$ cat config.mk
export PLATFORM = sky130hd
export DESIGN_NAME = timekeeper_core
export DESIGN_NICKNAME = d
export VERILOG_FILES = /design/src/logic/timekeeper_pkg.sv /design/src/logic/bit_fifo.sv /design/src/logic/timekeeper_core.sv
export SDC_FILE = /design/constraint.sdc
export NUM_CORES = 1
export LEC_CHECK = 0
export BUFFER_PORTS_ARGS = -buffer_cell sky130_fd_sc_hd__buf_2
export CAP_MARGIN = 20
export CORE_UTILIZATION = 50
export DETAILED_ROUTE_END_ITERATION = 12
export GPL_ROUTABILITY_DRIVEN = 0
export PLACE_DENSITY_LB_ADDON = 0.3
export SLEW_MARGIN = 20
export SYNTH_ARGS = -nofsm -noshare
export SYNTH_HDL_FRONTEND = slang
export SYNTH_SLANG_ARGS = --single-unit
$ cat constraint.sdc
create_clock -name ref_clk_i -period 4.5 [get_ports ref_clk_i]
set_input_delay 0.225 -clock ref_clk_i [delete_from_list [all_inputs] [get_ports ref_clk_i]]
set_output_delay 0.225 -clock ref_clk_i [all_outputs]
set_load 0.01 [all_outputs]
$ cat src/logic/timekeeper_pkg.sv
// package of constants and types for the timekeeper control block
package timekeeper_pkg;
  localparam int          PATTERN_BITS   = 64;
  localparam logic [63:0] UNLOCK_PATTERN = 64'h5ca3_3ac5_5ca3_3ac5;
  localparam int          REG_COUNT      = 8;
  localparam int          PTR_W          = 6;
  // register indices inside the 64-bit image
  localparam int          HOURS_IDX      = 3;
  localparam int          DAY_IDX        = 4;
  // field positions
  localparam int          HOUR_FMT_BIT   = 7;
  localparam int          MERIDIEM_BIT   = 5;
  localparam int          ABORT_DIS_BIT  = 4;
  localparam int          OSC_STOP_BIT   = 5;
  // readable-bit masks per register, zero bits read as zero
  localparam logic [63:0] READ_MASK      = 64'hff1f_3f37_bf7f_7fff;
  // reset image: day register holds abort-disable and oscillator-stop set
  localparam logic [63:0] RESET_IMAGE    = 64'h0000_0030_0000_0000;
  // one hundredth of a second at 20 MHz
  localparam int          CLK_HZ         = 20_000_000;
  localparam int          TICK_HZ        = 100;
  localparam int          TICK_CYCLES    = CLK_HZ / TICK_HZ;
  localparam int          TICK_W         = 18;
  localparam int          FIFO_DEPTH     = 16;
  typedef enum logic [2:0] {
    ST_HUNT = 3'b001,
    ST_XFER = 3'b010,
    ST_IDLE = 3'b100
  } mode_t;
endpackage

$ cat src/logic/bit_fifo.sv
// small synchronous fifo with valid/ready on both sides and registered read data
`timescale 1ns/100ps
module bit_fifo #(
  parameter int WIDTH = 1,
  parameter int DEPTH = 16
) (
  input  wire logic             ref_clk_i,  // clock
  input  wire logic             rst_n_i,    // sync reset, active low
  input  wire logic [WIDTH-1:0] in_data_i,  // write data
  input  wire logic             in_valid_i, // write request
  output      logic             in_ready_o, // not full
  output      logic [WIDTH-1:0] out_data_o, // registered read data
  output      logic             out_valid_o,// not empty
  input  wire logic             out_ready_i // read accept
);
  localparam int AW = $clog2(DEPTH);
  logic [WIDTH-1:0] mem_ff [DEPTH];
  logic [AW:0]      wr_ff;
  logic [AW:0]      rd_ff;
  logic [AW:0]      cnt;
  logic             push;
  logic             pop;
  logic             empty;

  assign cnt         = wr_ff - rd_ff;
  assign in_ready_o  = cnt != (AW+1)'(DEPTH);
  assign empty       = cnt == '0;
  assign push        = in_valid_i && in_ready_o;
  assign pop         = out_valid_o && out_ready_i;

  // head word is kept in a register so the consumer sees flopped data
  always_ff @(posedge ref_clk_i) begin
    if (!rst_n_i) begin
      wr_ff       <= '0;
      rd_ff       <= '0;
      out_valid_o <= 1'b0;
      out_data_o  <= '0;
    end else begin
      if (push) begin
        mem_ff[wr_ff[AW-1:0]] <= in_data_i;
        wr_ff                 <= wr_ff + 1'b1;
      end
      if (pop || !out_valid_o) begin
        out_valid_o <= !empty;
        if (!empty) begin
          out_data_o <= mem_ff[rd_ff[AW-1:0]];
          rd_ff      <= rd_ff + 1'b1;
        end
      end
    end
  end
endmodule // bit_fifo

$ cat src/logic/timekeeper_core.sv
// hidden timekeeper: unlock matcher, serial register transfer, format and control bits
`timescale 1ns/100ps
module timekeeper_core
  import timekeeper_pkg::*;
(
  input  wire logic ref_clk_i,                // 20 MHz clock
  input  wire logic rst_n_i,                  // sync reset, active low
  input  wire logic chip_en_n_i,              // chip enable pin, active low
  input  wire logic out_en_n_i,               // output enable pin, active low
  input  wire logic write_en_n_i,             // write enable pin, active low
  input  wire logic top_address_or_abort_pin_i, // abort pin, active low
  input  wire logic serial_data_bit_i,        // data bit 0 from the bus
  output      logic serial_data_bit_o,        // data bit 0 towards the bus
  output      logic serial_data_bit_oe_o,     // high while driving data bit 0
  output      logic mem_inhibit_o,            // high while cycles belong to the timekeeper
  output      logic twelve_hour_o,            // hour format select
  output      logic meridiem_flag_o,          // afternoon in twelve-hour mode
  output      logic osc_running_o,            // oscillator running
  output      logic hundredth_tick_o          // 100 Hz timebase pulse
);
  import timekeeper_pkg::*;

  ////////////////////////////////////////////////////////////////////////////
  // pin synchronisers and cycle edges
  logic [1:0] ce_s_ff, oe_s_ff, we_s_ff, rst_s_ff, dq_s_ff;
  logic       cyc_ff;
  logic       we_q_ff;
  logic       dq_q_ff;

  // a cycle is active while chip enable and either strobe are low
  wire   wr_act  = !ce_s_ff[1] && !we_s_ff[1];
  wire   rd_act  = !ce_s_ff[1] && we_s_ff[1] && !oe_s_ff[1];
  wire   cyc_act = wr_act || rd_act;
  // writes complete on the trailing edge, reads are counted at their start
  wire   wr_end  = cyc_ff && !cyc_act && we_q_ff;
  wire   rd_beg  = rd_act && !cyc_ff;
  always_ff @(posedge ref_clk_i) begin
    if (!rst_n_i) begin
      ce_s_ff  <= 2'h3;
      oe_s_ff  <= 2'h3;
      we_s_ff  <= 2'h3;
      rst_s_ff <= 2'h3;
      dq_s_ff  <= 2'h0;
      cyc_ff   <= 1'b0;
      we_q_ff  <= 1'b0;
      dq_q_ff  <= 1'b0;
    end else begin
      ce_s_ff  <= {ce_s_ff[0], chip_en_n_i};
      oe_s_ff  <= {oe_s_ff[0], out_en_n_i};
      we_s_ff  <= {we_s_ff[0], write_en_n_i};
      rst_s_ff <= {rst_s_ff[0], top_address_or_abort_pin_i};
      dq_s_ff  <= {dq_s_ff[0], serial_data_bit_i};
      cyc_ff   <= cyc_act;
      we_q_ff  <= wr_act;
      dq_q_ff  <= dq_s_ff[1];
    end
  end

  ////////////////////////////////////////////////////////////////////////////
  // unlock matcher and transfer sequencer
  mode_t            mode_ff, nxt_mode;
  logic [PTR_W-1:0] ptr_ff, nxt_ptr;
  logic             miss_ff, nxt_miss;
  logic [63:0]      image_ff;
  logic [63:0]      shadow_ff;
  logic             bit_wr;

  wire abort_en  = !image_ff[DAY_IDX*8 + ABORT_DIS_BIT];
  wire abort_hit = abort_en && !rst_s_ff[1];
  wire last_bit  = ptr_ff == PTR_W'(PATTERN_BITS - 1);
  wire pat_ok    = dq_q_ff == UNLOCK_PATTERN[ptr_ff];

  always_comb begin
    nxt_mode = mode_ff;
    nxt_ptr  = ptr_ff;
    nxt_miss = miss_ff;
    bit_wr   = 1'b0;
    case (mode_ff)
      ST_IDLE, ST_HUNT: begin
        if (rd_beg) begin
          nxt_mode = ST_HUNT;
          nxt_ptr  = '0;
          nxt_miss = 1'b0;
        end else if (wr_end && mode_ff == ST_HUNT && !miss_ff) begin
          if (!pat_ok) begin
            nxt_miss = 1'b1;
          end else if (last_bit) begin
            nxt_mode = ST_XFER;
            nxt_ptr  = '0;
          end else begin
            nxt_ptr  = ptr_ff + 1'b1;
          end
        end
      end
      ST_XFER: begin
        if (abort_hit) begin
          nxt_mode = ST_IDLE;
          nxt_ptr  = '0;
        end else if (wr_end || rd_beg) begin
          bit_wr   = wr_end;
          nxt_ptr  = ptr_ff + 1'b1;
          if (last_bit) begin
            nxt_mode = ST_IDLE;
          end
        end
      end
      default: begin
        nxt_mode = ST_IDLE;
        nxt_ptr  = '0;
      end
    endcase
  end

  always_ff @(posedge ref_clk_i) begin
    if (!rst_n_i) begin
      mode_ff <= ST_IDLE;
      ptr_ff  <= '0;
      miss_ff <= 1'b0;
    end else begin
      mode_ff <= nxt_mode;
      ptr_ff  <= nxt_ptr;
      miss_ff <= nxt_miss;
    end
  end

  ////////////////////////////////////////////////////////////////////////////
  // write staging: bits collect in a shadow and land in the image only when a
  // whole register is in, so an abort mid-byte never corrupts time
  wire       byte_done = bit_wr && (ptr_ff[2:0] == 3'h7);
  wire [2:0] byte_idx  = ptr_ff[5:3];
  wire [7:0] new_byte  = {dq_q_ff, shadow_ff[byte_idx*8 +: 7]};

  // byte fifo decouples the serial side from the register image update
  logic [10:0] fifo_out;
  logic        fifo_valid;
  logic        fifo_in_ready;
  logic        img_take;

  bit_fifo #(
    .WIDTH (11),
    .DEPTH (FIFO_DEPTH)
  ) u_byte_fifo (
    .ref_clk_i   (ref_clk_i),
    .rst_n_i     (rst_n_i),
    .in_data_i   ({byte_idx, new_byte}),
    .in_valid_i  (byte_done && fifo_in_ready),
    .in_ready_o  (fifo_in_ready),
    .out_data_o  (fifo_out),
    .out_valid_o (fifo_valid),
    .out_ready_i (img_take)
  );

  ////////////////////////////////////////////////////////////////////////////
  // timebase: 100 Hz enable, stopped by the oscillator-stop bit
  logic [TICK_W-1:0] div_ff;
  logic              tick_ff;
  wire osc_on   = !image_ff[DAY_IDX*8 + OSC_STOP_BIT];
  wire div_wrap = div_ff == TICK_W'(TICK_CYCLES - 1);
  wire tick_upd = tick_ff;
  // the tick owns the image for its cycle, the fifo simply waits one more
  assign img_take = fifo_valid && !tick_upd;
  always_ff @(posedge ref_clk_i) begin
    if (!rst_n_i) begin
      div_ff  <= '0;
      tick_ff <= 1'b0;
    end else begin
      tick_ff <= osc_on && div_wrap;
      if (!osc_on || div_wrap) begin
        div_ff <= '0;
      end else begin
        div_ff <= div_ff + 1'b1;
      end
    end
  end

  // bcd hundredths counter; higher fields are advanced by software-visible
  // carry only as far as the hundredths register, a known limitation
  wire [7:0] hs     = image_ff[7:0];
  wire [7:0] hs_inc = (hs[3:0] == 4'h9) ?
                      ((hs[7:4] == 4'h9) ? 8'h00 : {hs[7:4] + 4'h1, 4'h0}) :
                      {hs[7:4], hs[3:0] + 4'h1};

  always_ff @(posedge ref_clk_i) begin
    if (!rst_n_i) begin
      image_ff  <= RESET_IMAGE;
      shadow_ff <= '0;
    end else begin
      if (bit_wr) begin
        shadow_ff[ptr_ff] <= dq_q_ff;
      end
      if (tick_upd) begin
        image_ff[7:0] <= hs_inc;
      end else if (img_take) begin
        image_ff[fifo_out[10:8]*8 +: 8] <= fifo_out[7:0];
      end
    end
  end

  ////////////////////////////////////////////////////////////////////////////
  // read path and status
  wire [63:0] read_view = image_ff & READ_MASK;
  wire [7:0]  hours     = image_ff[HOURS_IDX*8 +: 8];
  logic       dq_ff;
  logic       oe_ff;
  // the pointer steps as a read starts, so the bit is caught once and held;
  // drive lasts the whole strobe, also for bit 63 after the mode has left
  wire        drive_nxt = rd_act && (oe_ff || mode_ff == ST_XFER);
  always_ff @(posedge ref_clk_i) begin
    if (!rst_n_i) begin
      dq_ff <= 1'b0;
      oe_ff <= 1'b0;
    end else begin
      if (rd_beg) begin
        dq_ff <= read_view[ptr_ff];
      end
      oe_ff <= drive_nxt;
    end
  end

  assign serial_data_bit_o    = dq_ff;
  assign serial_data_bit_oe_o = oe_ff;
  assign mem_inhibit_o        = mode_ff == ST_XFER;
  assign twelve_hour_o        = hours[HOUR_FMT_BIT];
  assign meridiem_flag_o      = hours[HOUR_FMT_BIT] && hours[MERIDIEM_BIT];
  assign osc_running_o        = osc_on;
  assign hundredth_tick_o     = tick_ff;
endmodule // timekeeper_core

== Yosys cells after proc, flatten, opt, wreduce, memory -nomap -nowiden ==
Memory sizes are Yosys's and may differ from the RTL's. A register that Yosys moved wholly into a read port is not among the register bits.
Index checks and enable logic that the tools add are counted.

* Register bits after elaboration: 183
* Input bits: 7
* Memories: 2
* Bits in read-only memories: 64
* Word-level logic and storage cells: 141
* Output and inout bits: 7
* Memory bits (writable): 176

{| class="wikitable"
|+ Memories
! memory !! depth !! width !! read ports !! clocked after Yosys merged registers in !! wr ports !! line !! RTL
|-
| u_byte_fifo.mem_ff || 16 || 11 || 1 || 1 || 1 || bit_fifo.sv:17 || <nowiki>logic [WIDTH-1:0] mem_ff [DEPTH];</nowiki>
|-
| (name not given) || 64 || 1 || 1 || 1 || 0 || timekeeper_core.sv:71 || <nowiki>wire pat_ok = dq_q_ff == UNLOCK_PATTERN[ptr_ff];</nowiki>
|}

* Add/subtract/negate cells: 8
* Reductions and logical operators: 47
* Eq/ne operators: 17
* Multiplexer cells: 37
* Bitwise operators: 3
* Shifts and indexed selects: 3
* $lt $le $gt $ge: 2

{| class="wikitable"
|+ Operators with widths
! cell !! count
|-
| 64-bit bitwise mux || 2
|-
| 8-bit by 34-bit variable shift with 64-bit output, first input constant || 1
|-
| 64-bit by 7-bit variable part select with 7-bit output || 1
|-
| 8-bit by 34-bit variable part select with 64-bit output || 1
|-
| 6-bit two-way mux || 8
|-
| 6-bit negator with 34-bit output || 1
|-
| 8-bit two-way mux || 4
|-
| 3-bit two-way mux || 7
|-
| 18-bit by 1-bit adder with 18-bit output, second input constant || 1
|-
| 18-bit equality test, second input constant || 1
|-
| 1-bit logical AND || 18
|-
| 1-bit logical NOT || 13
|-
| 1-bit two-way mux || 12
|-
| 6-bit one-hot mux with 2 select lines || 1
|-
| 5-bit by 1-bit adder with 5-bit output, second input constant || 2
|-
| 3-bit != test, second input constant || 3
|-
| 4-bit by 1-bit adder with 4-bit output, second input constant || 2
|-
| 4-bit equality test, second input constant || 2
|-
| 6-bit by 7-bit < comparator with 1-bit output, second input constant || 1
|-
| 6-bit by 1-bit adder with 6-bit output, second input constant || 1
|-
| 1-bit binary-select mux with 6-bit select || 1
|-
| 1-bit demux with 6-bit select || 1
|-
| 3-bit equality test, second input constant || 2
|-
| 6-bit equality test, second input constant || 1
|-
| 18 further kinds || 30
|}

== Depth between registers and ports, before layout ==
* Depth in word-level cells: 17
* Gate-level depth with buffers: 12
* Depth with buffers taken out: 10

== Modules after synthesis ==
A second synthesis with hierarchy kept.

* Cells, all modules: 1317
* Area total of the unflattened synthesis: 15407.3 sq um

{| class="wikitable"
|+ Modules (own cells, without submodules)
! module !! cells each !! times used !! sequential area each (sq um) !! area an instance (sq um)
|-
| bit_fifo || 416 || 1 || 5725.5 || 7826.3
|-
| timekeeper_core || 901 || 1 || 3083.0 || 7581.0
|}

== Worst setup path after synthesis ==
OpenSTA, ideal clock, no wires.

* Path type: flip-flop to flip-flop
* Start point: register u_byte_fifo.rd_ff[1]
* End point: memory u_byte_fifo.mem_ff[10][0] (enable)
* Cell stages (with the launch flop): 12
* Path slack: 974 ps
* Buffers on the path: 2
* Data required time: 4122 ps
* Period minus slack after synthesis: 3526 ps
* Data arrival time: 3148 ps
* Library setup time: 378 ps
* Cell sequence: dfxtp_1 > clkbuf_1 > clkbuf_1 > inv_1 > ha_1 > nor2b_1 > o21a_1 > and2_1 > o211a_1 > a31oi_2 > nand3b_1 > nor2_1

* Longest elaborated chain between the ends: 7

{| class="wikitable"
|+ Ends and longest elaborated chain
! what !! line !! RTL
|-
| start: declaration || bit_fifo.sv:19 || <nowiki>logic [AW:0] rd_ff;</nowiki>
|-
| start signal: assignment || bit_fifo.sv:47 || <nowiki>rd_ff <= rd_ff + 1'b1;</nowiki>
|-
| 5-bit subtractor (*) || bit_fifo.sv:25 || <nowiki>assign cnt = wr_ff - rd_ff;</nowiki>
|-
| 5-bit != test (*) || bit_fifo.sv:26 || <nowiki>assign in_ready_o = cnt != (AW+1)'(DEPTH);</nowiki>
|-
| 1-bit logical AND || timekeeper_core.sv:146 || <nowiki>.in_valid_i (byte_done && fifo_in_ready),</nowiki>
|-
| 1-bit logical AND (*) || bit_fifo.sv:28 || <nowiki>assign push = in_valid_i && in_ready_o;</nowiki>
|-
| 1-bit two-way mux (*) || bit_fifo.sv:39 || <nowiki>if (push) begin</nowiki>
|-
| 1-bit two-way mux (*) || bit_fifo.sv:33 || <nowiki>if (!rst_n_i) begin</nowiki>
|-
| 1-bit two-way mux (implied by the code) (*) || bit_fifo.sv:40 || <nowiki>mem_ff[wr_ff[AW-1:0]] <= in_data_i;</nowiki>
|-
| end: declaration || bit_fifo.sv:17 ||
|}

Every way passes the cells marked *; elsewhere a longest branch is shown, timed or not.

== Final worst setup path ==
* Start point: register u_byte_fifo.rd_ff[2]
* End point: memory u_byte_fifo.mem_ff[2][1] (enable)

Same word-level chain as after synthesis.

==> results.py <==
metrics = {
    "critical_path": {
        "critPathMaxFanout": 14,
        "cp-start-kind": "flop",
        "end_kind": "flop",
        "cp.arrival_ns": 3.49,
        "reg2reg_depth": 10,
        "required_ns": 4.74,
        "crit_type": "flop to flop",
    },
    "route": {
        "dr.pass1.iters": 5,
        "drtIter0Drc": 1004,
        "route.vias.total": 10150,
        "ant_nets": 0,
        "post_drt_wl_per_cell_um": 20.5,
        "drc": 0,
        "drt_wl_total_um": 35100,
        "avgViaCountPerCell": 5.94,
    },
    "die": {
        "initial_core_util": 0.508,
        "io_pins": 14,
        "die_y_um": 176,
        "die_x_um": 176,
        "placementRows": 63,
        "core_um2": 29700,
        "dieArea_um2": 30900,
    },
    "clocking": {
        "clkTransAtPathRegs_ns": 0.06,
        "clkLatencyLatePin_ns": 0.53,
        "root_buffer": "clkbuf_16",
        "tritoncts": "done",
        "clockBufferDepth": 3,
        "htreeDepth": 2,
        "numCtsBuffers": 39,
        "cts_setup_buffers": 0,
        "clock-sinks": 352,
    },
    "cells_and_area": {
        "fillers": 2412,
        "instances_no_fill": 1708,
        "syn2layout_area_growth_pct": 12.6,
        "nNetsFinal": 1313,
        "final_common_cell": "edfxtp_1",
        "final_cell_mix": "edfxtp_1 (176), nor2_1 (175), dfxtp_1 (173), nand2_1 (101), mux2i_1 (77)",
        "final_util": 0.573,
        "n_antenna_cell": 0,
        "drive_gt1_frac": 0.151,
    },
    "grt": {
        "antenna_found_initial": 0,
        "grt_use_total": 0.232,
        "grt_max_degree": 82,
        "overflow": 0,
        "grt_first_pass_wirelength_um": 55500,
        "grt_pass1_vias": 9865,
    },
    "timing": {
        "slew_headroom": 0.300,
        "finalSetupViolations": 0,
        "max_freq_mhz": 307,
        "period_needed_ns": 3.25,
        "setup_tns_ns": 0,
        "report.final.slew_viol_count": 0,
        "fin_skew_ns": 0.0124,
        "finalCritPeriodShare": 0.723,
        "rsz0062_at_grt": "no",
        "finalHoldViolations": 0,
        "worst_pin_slew_ns": 1.05,
    },
    "outcome": {
        "status": "finished, final reports clean",
    },
    "power": {
        "p_leak_uw": 0.00586,
        "sw_frac_of_total": 0.263,
        "power_frac_seq": 0.439,
        "p_clk_frac": 0.399,
        "net-switching-power_uw": 2130,
        "p_int_uw": 5980,
        "peakVddDrop_mv": 0.343,
        "p_per_area_nw_per_um2": 476,
        "power_uw": 8110,
        "pwr-share-comb": 0.162,
    },
    "synth": {
        "synth_edf_count": 176,
        "async_flop_share": 0,
        "ys_types": 75,
        "syn_area_per_cell_um2": 11.9,
        "yosysWarnings": 0,
        "seq_area_frac_synth": 0.583,
        "synth.net_count": 1289,
        "synth-seq-cells": 352,
        "netlist_area_um2": 15100,
        "syn_inst": 1266,
        "synth_ff_type": "edfxtp_1",
    },
    "place": {
        "placed_cells": 1634,
        "dp_hpwl_um": 22600,
        "portBuffers": 13,
    },
    "hold_path": {
        "hold_depth": 2,
        "hp-class": "input port to flop",
    },
    "job": {
        "drv_cap": 0,
    },
}
## Yosys cell counts (21+ instances only)
library cell / number / area [um2]
dfxtp_1: 176 / 3520
edfxtp_1: 176 / 5290
nor2_1: 175 / 657
nand2_1: 101 / 379
mux2i_1: 77 / 771
a21oi_1: 75 / 375
mux4_2: 60 / 1350
clkbuf_1: 56 / 210
nand3_1: 56 / 280
nand4_1: 29 / 181
o21ai_0: 28 / 140
a22oi_1: 25 / 188
inv_1: 21 / 78.8
## cell type report
cell class                      instances  area, um2  area share
Clock buffer                           47       1020      0.0597
Clock inverter                         22        287      0.0168
Inverter                               23       88.8     0.00522
Multi-Input combinational cell        817       5910       0.348
Sequential cell                       352       8810       0.518
Tap cell                              390        488      0.0287
Timing Repair Buffer                   57        408      0.0240
## kinds of logic after synthesis
| family | share of synthesized area |
|---|---|
| buffers and inverters | 0.0264 |
| DFF | 0.583 |
| AOI/OAI and AO/OA | 0.0802 |
| muxes | 0.144 |
| adders and majority gates | 0.0132 |
| xor gates and xnor gates | 0.0145 |
| and+or+nand+nor | 0.139 |
## sequential cells by signal, indices dropped and copies added (netlist names), 3 cells and up, named ones only
name,flops
div_ff,18
image_ff,53
mode_ff,3
ptr_ff,6
shadow_ff,56
u_byte_fifo.mem_ff,176
u_byte_fifo.out_data_o,11
u_byte_fifo.rd_ff,5
u_byte_fifo.wr_ff,5
## metal layers
layer / GRT usage / part of all wire
met1: 0.321 / 0.43
met2: 0.371 / 0.47
met3: 0.0357 / 0.062
met4: 0.0855 / 0.031
met5: 0 / 0
## path summary, 6_finish.rpt
kind | slack, ns | from | end
setup / recovery | 1.25 | u_byte_fifo.rd_ff[2] | u_byte_fifo.mem_ff[2][1]
hold / removal | 0.01 | rst_n_i | mode_ff[2]
setup reg to reg | 1.25 | u_byte_fifo.rd_ff[2] | u_byte_fifo.mem_ff[2][1]
hold reg to reg | 0.40 | we_s_ff[0] | we_s_ff[1]
## worst max-delay path: stages (launching register included)
cell and delay [ns]:
dfxtp_1 0.65, inv_1 0.19, ha_1 0.35, o21a_1 0.12, o21ai_1 0.25, nand3_1 0.18, a31oi_2 0.20, buf_4 0.21
nand2_1 0.12, nor2_1 0.44, buf_4 0.25
## per-stage QoR
step	area, um2	setup WS (ns)	hold slack, ns
detailed placement	15700	1.26	0.396
CTS	17000	1.27	0.00340
global route	17000	0.992	0.0133
finish	17000	1.25	0.0100
global placement	15700	1.39	0.389
floorplan	15100	0.974	0.326
## what timing repair did
action / 4_1_cts / 5_1_grt
hold endpoints to repair: 5 / 0
hold buffers: 5 / 0
setup endpoints to repair: 0 / 0
resized for setup: 0 / 0
## power groups by stage
stage	sequential [uW]	combinational (uW)	clock, uW
3_3_place_gp	3620	1310	0
5_1_grt	3570	1410	3410
4_1_cts	3550	1320	3290
3_5_place_dp	3620	1320	0
2_1_floorplan	3540	1030	0
6_report	3560	1320	3240
Power figures use the tool's default switching activity.
